--- src/gpw_params.svh ---
`ifndef GPW_PARAMS_SVH
`define GPW_PARAMS_SVH

// Pin and port geometry
`define GPW_PIN_COUNT 35
`define GPW_PORT_COUNT 5
`define GPW_PORT_A 3'h0
`define GPW_PORT_E 3'h4

// Implemented bit masks
`define GPW_FULL_MASK 8'hff
`define GPW_PE_MASK 8'h07

// Reset values
`define GPW_DATA_RST 8'hff
`define GPW_DIR_RST 8'hff
`define GPW_PU_RST 8'h00
`define GPW_WAKE_RST 8'h00
`define GPW_PIN_IDLE 8'hff

// Data memory addresses: port index in [4:2], register kind in [1:0]
`define GPW_PORT_MSB 4
`define GPW_PORT_LSB 2
`define GPW_ADDR_PA_DATA 8'h00
`define GPW_ADDR_PA_DIR 8'h01
`define GPW_ADDR_PA_PU 8'h02
`define GPW_ADDR_PA_WAKE 8'h03
`define GPW_ADDR_PB_DATA 8'h04
`define GPW_ADDR_PB_DIR 8'h05
`define GPW_ADDR_PB_PU 8'h06
`define GPW_ADDR_PC_DATA 8'h08
`define GPW_ADDR_PC_DIR 8'h09
`define GPW_ADDR_PC_PU 8'h0a
`define GPW_ADDR_PD_DATA 8'h0c
`define GPW_ADDR_PD_DIR 8'h0d
`define GPW_ADDR_PD_PU 8'h0e
`define GPW_ADDR_PE_DATA 8'h10
`define GPW_ADDR_PE_DIR 8'h11
`define GPW_ADDR_PE_PU 8'h12

`endif

--- src/gpw_pkg.sv ---
`include "gpw_params.svh"

package gpw_pkg;

    typedef logic [7:0] gpw_byte_t;

    // Register kind within a port
    typedef enum logic [1:0] {
        GPW_KIND_DATA,
        GPW_KIND_DIR,
        GPW_KIND_PU,
        GPW_KIND_WAKE
    } gpw_kind_e;

    // Address decode result
    typedef struct packed {
        logic      hit;
        logic [2:0] port;
        gpw_kind_e kind;
    } gpw_dec_s;

    // Whole state of the port block
    typedef struct packed {
        logic [4:0][7:0] data;
        logic [4:0][7:0] dir;
        logic [4:0][7:0] pu;
        gpw_byte_t       wake_en;
        gpw_byte_t       pa_prev;
        logic            wake_req;
        gpw_byte_t       rdata;
    } gpw_state_s;

    // Synchroniser state
    typedef struct packed {
        logic [`GPW_PIN_COUNT-1:0] meta;
        logic [`GPW_PIN_COUNT-1:0] stable;
    } gpw_sync_s;

endpackage

--- src/gpw_ports.sv ---
`include "gpw_params.svh"

// Operation
// [RULE1] Five ports are read and written by software through data memory, every pin in or out.
// [RULE2] A data read returns the live input level, not a latched copy, at the read.
// [RULE3] A data write loads the output latch, which holds until the next write.
// [RULE4] Port E has only bits 2..0; missing bits read as zero.
// [RULE5] Each digital input pin can take a weak pull-high chosen by its enable bit.
// [RULE6] Pull-high acts only for a digital input or NMOS output function, else stays off.
// [RULE7] Pull-high enable bit 0 disables, 1 enables, and all are zero after power-on.
// [RULE8] A falling edge on an enabled port A pin wakes the core from SLEEP or IDLE.
// [RULE9] Wake-up counts only for a GPIO input pin while the core is in IDLE or SLEEP.
// [RULE10] Wake enable bits 7..0 map to port A pins 7..0, 1 enables, zero after power-on.
// [RULE11] Reset sets data and direction to ones and pull-high to zero; low-power timeout keeps them.
// [RULE12] Direction 1 makes a pin an input, 0 a CMOS output driven from the latch.
// [RULE13] Reading an output pin returns the latch value, not the pin level.
// [RULE14] Pins pass a two-stage synchroniser before sampling or edge detection.
// [RULE15] Wake request is the OR of enabled falls, held until the core acknowledges.
module gpw_ports (
    input  logic                      clk,             // System clock, 25 MHz
    input  logic                      reset_n,         // Synchronous reset, active low
    input  logic [7:0]                mem_addr,        // Data memory address
    input  logic                      mem_wr,          // Write strobe
    input  logic                      mem_rd,          // Read strobe
    input  logic [7:0]                mem_wdata,       // Write data
    output logic [7:0]                mem_rdata,       // Read data, next cycle
    output logic                      mem_hit,         // Address maps here
    input  logic [`GPW_PIN_COUNT-1:0] pin_in,          // Pin levels, async
    output logic [`GPW_PIN_COUNT-1:0] pin_out,         // Output latch to pads
    output logic [`GPW_PIN_COUNT-1:0] pin_oe_n,        // Low while driving
    output logic [`GPW_PIN_COUNT-1:0] pin_pullup,      // Weak pull-high on
    input  logic [`GPW_PIN_COUNT-1:0] pin_gpio_sel,    // Pin function is GPIO
    input  logic [`GPW_PIN_COUNT-1:0] pin_nmos_sel,    // Pin function is NMOS out
    input  logic                      core_low_power,  // Core in IDLE or SLEEP
    input  logic                      wake_ack,        // Core left low power
    output logic                      wake_req         // Wake the core
);

    localparam gpw_pkg::gpw_state_s ST_RST = '{
        data:     {`GPW_PE_MASK & `GPW_DATA_RST, {4{`GPW_DATA_RST}}},
        dir:      {`GPW_PE_MASK & `GPW_DIR_RST, {4{`GPW_DIR_RST}}},
        pu:       {5{`GPW_PU_RST}},
        wake_en:  `GPW_WAKE_RST,
        pa_prev:  `GPW_PIN_IDLE,
        wake_req: 1'b0,
        rdata:    8'h00
    };

    gpw_pkg::gpw_state_s  st_ff;
    gpw_pkg::gpw_state_s  nxt_st;
    gpw_pkg::gpw_dec_s    dec;
    logic [`GPW_PIN_COUNT-1:0] pin_sync;
    logic [4:0][7:0]      pin_grp;
    logic [7:0]           rd_value;
    logic [7:0]           wake_fall;
    logic [7:0]           wake_hit;

    // Implemented bits of one port
    function automatic logic [7:0] port_mask(input logic [2:0] port);
        logic [7:0] m;
        m = `GPW_FULL_MASK;
        // [RULE4] Port E narrow
        if (port == `GPW_PORT_E) begin
            m = `GPW_PE_MASK;
        end
        return m;
    endfunction

    // Address decode; unmapped addresses give no hit
    function automatic gpw_pkg::gpw_dec_s decode(input logic [7:0] addr);
        gpw_pkg::gpw_dec_s d;
        d.hit  = 1'b1;
        d.port = addr[`GPW_PORT_MSB:`GPW_PORT_LSB];
        d.kind = gpw_pkg::GPW_KIND_DATA;
        // [RULE1] Five mapped ports
        case (addr)
            `GPW_ADDR_PA_DATA,
            `GPW_ADDR_PB_DATA,
            `GPW_ADDR_PC_DATA,
            `GPW_ADDR_PD_DATA,
            `GPW_ADDR_PE_DATA: begin
                d.kind = gpw_pkg::GPW_KIND_DATA;
            end
            `GPW_ADDR_PA_DIR,
            `GPW_ADDR_PB_DIR,
            `GPW_ADDR_PC_DIR,
            `GPW_ADDR_PD_DIR,
            `GPW_ADDR_PE_DIR: begin
                d.kind = gpw_pkg::GPW_KIND_DIR;
            end
            `GPW_ADDR_PA_PU,
            `GPW_ADDR_PB_PU,
            `GPW_ADDR_PC_PU,
            `GPW_ADDR_PD_PU,
            `GPW_ADDR_PE_PU: begin
                d.kind = gpw_pkg::GPW_KIND_PU;
            end
            `GPW_ADDR_PA_WAKE: begin
                d.kind = gpw_pkg::GPW_KIND_WAKE;
            end
            default: begin
                d.hit = 1'b0;
            end
        endcase
        return d;
    endfunction

    assign dec = decode(mem_addr);
    assign mem_hit = dec.hit;

    // [RULE14] Pin synchroniser
    gpw_sync u_sync (
        .clk      (clk),
        .reset_n  (reset_n),
        .async_in (pin_in),
        .sync_out (pin_sync)
    );

    // Port E has no pins above bit 2
    assign pin_grp[4][7:3] = 5'h00;

    // Per-pin drive, direction and pull-high
    for (genvar p = 0; p < `GPW_PIN_COUNT; p++) begin : g_pin
        assign pin_grp[p / 8][p % 8] = pin_sync[p];
        // [RULE12] Latch drives outputs
        assign pin_out[p] = st_ff.data[p / 8][p % 8];
        assign pin_oe_n[p] = st_ff.dir[p / 8][p % 8];
        // [RULE5] [RULE6] Gated pull-high
        assign pin_pullup[p] = st_ff.pu[p / 8][p % 8]
                             & ((st_ff.dir[p / 8][p % 8] & pin_gpio_sel[p])
                                | pin_nmos_sel[p]);
    end

    // Read mux; reserved bits masked to zero
    always_comb begin
        rd_value = 8'h00;
        if (dec.hit) begin
            unique case (dec.kind)
                gpw_pkg::GPW_KIND_DATA: begin
                    // [RULE2] [RULE13] Pin or latch
                    rd_value = (st_ff.dir[dec.port] & pin_grp[dec.port])
                             | (~st_ff.dir[dec.port] & st_ff.data[dec.port]);
                end
                gpw_pkg::GPW_KIND_DIR: begin
                    rd_value = st_ff.dir[dec.port];
                end
                gpw_pkg::GPW_KIND_PU: begin
                    rd_value = st_ff.pu[dec.port];
                end
                gpw_pkg::GPW_KIND_WAKE: begin
                    rd_value = st_ff.wake_en;
                end
            endcase
            // [RULE4] Unimplemented bits zero
            rd_value = rd_value & port_mask(dec.port);
        end
    end

    // Falling edges on port A, qualified for wake-up
    always_comb begin
        wake_fall = st_ff.pa_prev & ~pin_grp[0];
        // [RULE9] Only GPIO inputs in low power
        wake_hit  = wake_fall & st_ff.wake_en & st_ff.dir[0]
                  & pin_gpio_sel[7:0] & {8{core_low_power}};
    end

    // Next state: writes, read capture, wake request
    always_comb begin
        nxt_st = st_ff;
        if (mem_wr && dec.hit) begin
            unique case (dec.kind)
                gpw_pkg::GPW_KIND_DATA: begin
                    // [RULE3] Latch load
                    nxt_st.data[dec.port] = mem_wdata & port_mask(dec.port);
                end
                gpw_pkg::GPW_KIND_DIR: begin
                    // [RULE12] Direction write
                    nxt_st.dir[dec.port] = mem_wdata & port_mask(dec.port);
                end
                gpw_pkg::GPW_KIND_PU: begin
                    // [RULE7] Pull-high enables
                    nxt_st.pu[dec.port] = mem_wdata & port_mask(dec.port);
                end
                gpw_pkg::GPW_KIND_WAKE: begin
                    // [RULE10] Wake enables, bit per pin
                    nxt_st.wake_en = mem_wdata;
                end
            endcase
        end
        // Read data held until the next read strobe
        if (mem_rd) begin
            nxt_st.rdata = rd_value;
        end
        nxt_st.pa_prev = pin_grp[0];
        // [RULE8] [RULE15] Sticky request, new edge beats the ack
        nxt_st.wake_req = (|wake_hit) | (st_ff.wake_req & ~wake_ack);
    end

    // State register; a timeout in low power must not pulse reset_n
    always_ff @(posedge clk) begin
        // [RULE11] Reset values
        if (!reset_n) begin
            st_ff <= ST_RST;
        end else begin
            st_ff <= nxt_st;
        end
    end

    assign mem_rdata = st_ff.rdata;
    assign wake_req  = st_ff.wake_req;

    // Latch takes the written byte
    chk_latch_load: assert property ( // [RULE3]
        @(posedge clk) disable iff (!reset_n)
        (mem_wr && mem_addr == `GPW_ADDR_PA_DATA)
        |=> (pin_out[7:0] == $past(mem_wdata))
    ) else $error("port A latch did not load written data");

    // Latch holds without a write
    chk_latch_hold: assert property ( // [RULE3]
        @(posedge clk) disable iff (!reset_n)
        !(mem_wr && mem_addr == `GPW_ADDR_PB_DATA)
        |=> $stable(pin_out[15:8])
    ) else $error("port B latch changed without a write");

    // Port E upper bits read zero
    chk_pe_upper_zero: assert property ( // [RULE4]
        @(posedge clk) disable iff (!reset_n)
        (mem_rd && (mem_addr == `GPW_ADDR_PE_DIR
                    || mem_addr == `GPW_ADDR_PE_DATA))
        |=> (mem_rdata[7:3] == 5'h00)
    ) else $error("port E unimplemented bits read nonzero");

    // Cleared enables turn the pull-highs off
    chk_pullup_clear: assert property ( // [RULE7]
        @(posedge clk) disable iff (!reset_n)
        (mem_wr && mem_addr == `GPW_ADDR_PB_PU && mem_wdata == 8'h00)
        |=> (pin_pullup[15:8] == 8'h00)
    ) else $error("pull-high on after enables cleared");

    // Pull-high never on for a plain CMOS output
    chk_pullup_cmos: assert property ( // [RULE6]
        @(posedge clk) disable iff (!reset_n)
        (pin_oe_n[0] == 1'b0 && !pin_nmos_sel[0])
        |-> !pin_pullup[0]
    ) else $error("pull-high on for CMOS output pin");

    // Direction write sets output enables
    chk_dir_drive: assert property ( // [RULE12]
        @(posedge clk) disable iff (!reset_n)
        (mem_wr && mem_addr == `GPW_ADDR_PC_DIR)
        |=> (pin_oe_n[23:16] == $past(mem_wdata))
    ) else $error("port C direction write not applied");

    // Output pins read back the latch
    chk_read_latch: assert property ( // [RULE13]
        @(posedge clk) disable iff (!reset_n)
        (mem_rd && !mem_wr && mem_addr == `GPW_ADDR_PA_DATA
         && pin_oe_n[7:0] == 8'h00)
        |=> (mem_rdata == pin_out[7:0])
    ) else $error("output port read not from latch");

    // Input pins read the synchronised level
    chk_read_pin: assert property ( // [RULE2]
        @(posedge clk) disable iff (!reset_n)
        (mem_rd && mem_addr == `GPW_ADDR_PD_DATA && pin_oe_n[31:24] == 8'hff)
        |=> (mem_rdata == $past(pin_sync[31:24]))
    ) else $error("input port read not from pin level");

    // Synchroniser is two stages deep
    chk_sync_depth: assert property ( // [RULE14]
        @(posedge clk) disable iff (!reset_n)
        $fell(pin_sync[0]) |-> ($past(pin_in[0], 2) == 1'b0)
    ) else $error("pin level passed fewer than two stages");

    // Enabled fall in low power raises the request
    chk_wake_edge: assert property ( // [RULE8]
        @(posedge clk) disable iff (!reset_n)
        (st_ff.pa_prev[0] && !pin_sync[0] && st_ff.wake_en[0]
         && st_ff.dir[0][0] && pin_gpio_sel[0] && core_low_power)
        |=> wake_req
    ) else $error("enabled falling edge did not wake");

    // No new request outside low power
    chk_wake_awake: assert property ( // [RULE9]
        @(posedge clk) disable iff (!reset_n)
        (!core_low_power && !wake_req) |=> !wake_req
    ) else $error("wake request raised while awake");

    // Request holds until acknowledged
    chk_wake_hold: assert property ( // [RULE15]
        @(posedge clk) disable iff (!reset_n)
        (wake_req && !wake_ack) |=> wake_req
    ) else $error("wake request dropped before ack");

    // Reset leaves ports as inputs with latches high
    chk_reset_vals: assert property ( // [RULE11]
        @(posedge clk)
        $rose(reset_n)
        |-> (pin_oe_n == {`GPW_PIN_COUNT{1'b1}}
             && pin_out == {`GPW_PIN_COUNT{1'b1}}
             && pin_pullup == {`GPW_PIN_COUNT{1'b0}} && !wake_req)
    ) else $error("port reset values wrong");

    // Wake enables read back as written, even right after the write
    chk_wake_enable: assert property ( // [RULE10]
        @(posedge clk) disable iff (!reset_n)
        (mem_wr && mem_addr == `GPW_ADDR_PA_WAKE)
        ##1 (mem_rd && !mem_wr && mem_addr == `GPW_ADDR_PA_WAKE)
        |=> (mem_rdata == $past(mem_wdata, 2))
    ) else $error("wake enable did not read back");

    // Unmapped addresses read as zero
    chk_unmapped_read: assert property ( // [RULE1]
        @(posedge clk) disable iff (!reset_n)
        (mem_rd && !mem_hit) |=> (mem_rdata == 8'h00)
    ) else $error("unmapped address read nonzero");

    // Port E latch keeps only its three pins
    chk_pe_write_mask: assert property ( // [RULE4]
        @(posedge clk) disable iff (!reset_n)
        (mem_wr && mem_addr == `GPW_ADDR_PE_DATA)
        |=> (pin_out[34:32] == $past(mem_wdata[2:0]))
    ) else $error("port E latch did not load its bits");

    // Enabled GPIO input pin gets its pull-high
    chk_pullup_input: assert property ( // [RULE5]
        @(posedge clk) disable iff (!reset_n)
        (mem_wr && mem_addr == `GPW_ADDR_PB_PU && mem_wdata[0])
        ##1 (pin_oe_n[8] && pin_gpio_sel[8]) |-> pin_pullup[8]
    ) else $error("pull-high off for enabled input pin");

    // Acknowledge with no new edge drops the request
    chk_wake_release: assert property ( // [RULE15]
        @(posedge clk) disable iff (!reset_n)
        (wake_req && wake_ack && !(|wake_hit)) |=> !wake_req
    ) else $error("wake request kept after ack");

    // Read data stands until the next read strobe
    chk_rdata_hold: assert property ( // [RULE1]
        @(posedge clk) disable iff (!reset_n)
        !mem_rd |=> $stable(mem_rdata)
    ) else $error("read data changed without a read");

endmodule

--- src/gpw_sync.sv ---
`include "gpw_params.svh"

module gpw_sync (
    input  logic                      clk,       // System clock
    input  logic                      reset_n,   // Synchronous reset, active low
    input  logic [`GPW_PIN_COUNT-1:0] async_in,  // Raw pin levels
    output logic [`GPW_PIN_COUNT-1:0] sync_out   // Levels in clk domain
);

    gpw_pkg::gpw_sync_s st_ff;
    gpw_pkg::gpw_sync_s nxt_st;

    // Two stages; the first is read only by the second
    always_comb begin
        nxt_st        = st_ff;
        nxt_st.meta   = async_in;
        nxt_st.stable = st_ff.meta;
    end

    // Reset high so an idle pulled-up pin shows no false falling edge
    always_ff @(posedge clk) begin
        if (!reset_n) begin
            st_ff <= '1;
        end else begin
            st_ff <= nxt_st;
        end
    end

    assign sync_out = st_ff.stable;

endmodule

--- config.mk ---
export PLATFORM = sky130hd
export DESIGN_NAME = gpw_ports
export DESIGN_NICKNAME = d
export VERILOG_FILES = /design/src/gpw_pkg.sv /design/src/gpw_ports.sv /design/src/gpw_sync.sv
export VERILOG_INCLUDE_DIRS = /design/src /design/src/src
export SDC_FILE = /design/constraint.sdc
export NUM_CORES = 1
export LEC_CHECK = 0
export ABC_CLOCK_PERIOD_IN_PS = 2950
export BUFFER_PORTS_ARGS = -buffer_cell sky130_fd_sc_hd__buf_2
export CELL_PAD_IN_SITES_DETAIL_PLACEMENT = 0
export CELL_PAD_IN_SITES_GLOBAL_PLACEMENT = 1
export CORE_MARGIN = 3
export CORE_UTILIZATION = 43
export DETAILED_ROUTE_END_ITERATION = 10
export PLACE_DENSITY_LB_ADDON = 0.1
export REMOVE_ABC_BUFFERS = 1
export SLEW_MARGIN = 20
export SYNTH_ARGS = -nofsm -noshare
export SYNTH_HDL_FRONTEND = slang
export SYNTH_HIERARCHICAL = 1
export SYNTH_SLANG_ARGS = --single-unit
export TNS_END_PERCENT = 20
--- constraint.sdc ---
create_clock -name clk -period 2.95 [get_ports clk]
set_input_delay 0.4425 -clock clk [delete_from_list [all_inputs] [get_ports clk]]
set_output_delay 0.4425 -clock clk [all_outputs]
set_load 0.005 [all_outputs]
==> results.py <==
metrics = {
    "logic_synthesis": {
        "synthArstFlopShare_pct": 0,
        "synth_edf_count": 0,
        "synth_ff_type": "dfxtp_1",
        "avgSynthCellArea_um2": 9.22,
        "ys_types": 57,
        "synthCells": 1001,
        "ys_warn_count": 6,
        "syn_area_mm2": 0.00923,
        "ys_ff_latch": 200,
        "ys_seq_area_share_pct": 43.4,
    },
    "setup_path": {
        "crit_path_end_kind": "primary output",
        "reg2reg_slack_ns": 1.21,
        "r2r-start": "pin_oe_n[0]",
        "reg2regPathDepth": 5,
        "path_max_fanout": 8,
        "r2r_end": "mem_rdata[0]",
        "critPathKind": "input pin to primary output",
        "required_ns": 2.51,
        "critPathLaunchType": "input pin",
        "cp.arrival_ns": 1.86,
    },
    "die": {
        "die_area_mm2": 0.0233,
        "rows": 52,
        "die_h_um": 153,
        "core_area_mm2": 0.0207,
        "start_util_pct": 44.6,
        "chipWidth_um": 153,
        "ios": 242,
    },
    "cts": {
        "cts_sinks": 200,
        "cts_root_buf": "clkbuf_16",
        "hold_buffers": 0,
        "clk_path_buf_depth": 2,
        "post_cts_buffers": 0,
        "clk_latency_ns": 0.43,
        "cts_buffers": 17,
        "post_cts_resized": 0,
        "cts_max_level": 4,
        "clk_pin_slew_worst_paths_ns": 0.07,
        "cts_tree": "done",
    },
    "timing": {
        "tightest_slew_ns": 0.819,
        "fmax_ghz": 0.435,
        "slew_viol_final": 0,
        "fin_crit_ns": 2.30,
        "skew_ns": 0.00722,
        "rsz0062_at_grt": "false",
        "finalCritPeriodShare_pct": 77.9,
        "setup_viol": 0,
        "setup_tns_ns": 0,
        "slew_headroom_pct": 45.4,
        "hold_violations": 0,
    },
    "place": {
        "gp_congestion": 0.894,
        "placed_cell_area_mm2": 0.0100,
        "dp_hpwl_mm": 20.6,
        "port_buffers": 241,
    },
    "min_path": {
        "hp-class": "input pin to flip-flop",
        "hold_start": "pin_in[4]",
        "whs_endpoint": "u_sync/nxt_st[4]",
        "min_path_cells": 2,
    },
    "power": {
        "vdd_ir_drop_max_uv": 365,
        "powerDensity_mw_per_mm2": 518,
        "leakagePower_uw": 0.00454,
    },
    "cells_and_area": {
        "diodes": 0,
        "design_area_mm2": 0.0106,
        "syn_to_final_growth_pct": 15.0,
        "drive_gt1_share_pct": 29.3,
        "fin_nets": 1269,
    },
    "route": {
        "via_per_inst": 5.31,
        "vias": 7572,
        "dr.pass1.iters": 5,
        "route.detailed.drc": 0,
        "wl_per_cell_um": 19.6,
        "drt_wl_total_mm": 27.9,
        "ant_nets": 0,
        "dr.first_iter.drc_count": 457,
    },
    "global_routing": {
        "grt_pass1_vias": 7135,
        "grt-ovfl-total": 0,
        "grt_pass1_wl_mm": 42.7,
        "grt_max_degree": 193,
        "antenna_found_initial": 1,
        "grtUsageTotal_pct": 23.4,
    },
    "outcome": {
        "status": "finished clean",
    },
    "flow_run": {
        "max_cap_violations": 0,
    },
}
logic make-up after synthesis:
| kind of cell | count (synthesis) | synth area share [%] |
|---|---|---|
| AO/OA/AOI/OAI | 185 | 13.2 |
| buffers and inverters | 143 | 9.88 |
| flip-flops | 200 | 43.4 |
| multiplexers | 70 | 10.4 |
| AND/OR/NAND/NOR | 403 | 23.1 |
layout by cell type, fill, tap and decap left out, types with 17 or more instances in the layout:
cell type and instances:
buf_2 239, dfxtp_1 200, nand2_1 145, nand2b_1 80
nor2b_1 64, nand3_1 60, a21oi_1 45, mux2i_1 40
o21ai_0 33, o211ai_1 32, a21boi_0 22, mux4_2 20
buf_4 20, clkbuf_16 17
stage by stage:
stage               cells  setup WS (ns)  power (uW)  utilization [%]  hold WS, ns
global route         1425          0.569        5680             51.3        0.171
global placement     1393          0.490        3250             48.5        0.389
finish               1425          0.651        5500             51.3        0.182
detailed placement   1393          0.469        3250             48.5        0.392
floorplan             863          0.836        2990                -        0.386
CTS                  1425          0.661        5530             51.3        0.172
synth_stat cells, drive strengths merged (2+ instances only):
master	n	area share, %
dfxtp	200	43
nand2	147	6.0
buf	111	8.6
nand2b	80	5.4
nand3	64	3.7
nor2b	64	4.3
a21oi	45	2.4
mux2i	40	4.3
o21ai	40	2.2
a21boi	33	2.7
o211ai	32	2.6
clkbuf	27	1.1
mux4	20	4.9
nor2	13	0.64
mux2	10	1.2
nand4	10	0.84
a221oi	8	0.76
nor3	6	0.69
inv	5	0.20
o41ai	5	0.47
and2	3	0.20
and4	3	0.28
o22ai	3	0.20
or3	3	0.20
a22oi	2	0.16
a32o	2	0.22
and2b	2	0.16
and3	2	0.14
nor4	2	0.20
o2111ai	2	0.19
o311ai	2	0.19
o31ai	2	0.16
or2	2	0.14
cell type report:
type / count / area (um2)
flip-flops and latches: 200 / 4000
fillers: 2042 / 10100
clock inverters: 13 / 138
multi-input cells: 658 / 4310
well taps: 270 / 338
repair buffers: 260 / 1370
inverters: 5 / 18.8
clock buffers: 19 / 433
critical path, stage by stage:
cell	delay, ns
buf_2	0.12
or3_1	0.55
nor2_2	0.35
nand2_1	0.16
inv_1	0.12
buf_2	0.12
worst max-delay path by stage:
stage           startpoint            to  slack, ns  depth (start not counted)
6_report       mem_addr[5]       mem_hit       0.65                          6
2_1_floorplan  mem_addr[3]  mem_rdata[0]       0.84                          5
3_5_place_dp   mem_addr[2]  mem_rdata[3]       0.47                          7
4_1_cts        mem_addr[5]       mem_hit       0.66                          6
5_1_grt        mem_addr[5]       mem_hit       0.57                          6
3_3_place_gp   mem_addr[2]  mem_rdata[3]       0.49                          7
layer usage:
metal  vias up  GRT usage [%]  routed length (um)
met5         -              0                   7
met4         2           6.07                 507
met3        30           4.71                1930
met2       264           38.7               13300
met1      3587           31.4               12200
li1       3689              -                   -
power breakdown:
part	internal (uW)	leakage (uW)	switching, uW
Clock	1200	0.000272	1110
Combinational	177	0.00264	252
Sequential	2750	0.00163	15.5
sequential cells by signal, summed over array words and instances, names as in the netlist:
name             cells
st_ff               51
u_sync/nxt_st       35
mem_rdata            8
u_sync/sync_out     35
pin_out             35
wake_req             1
pin_oe_n            35
Power figures use the tool's default switching activity.
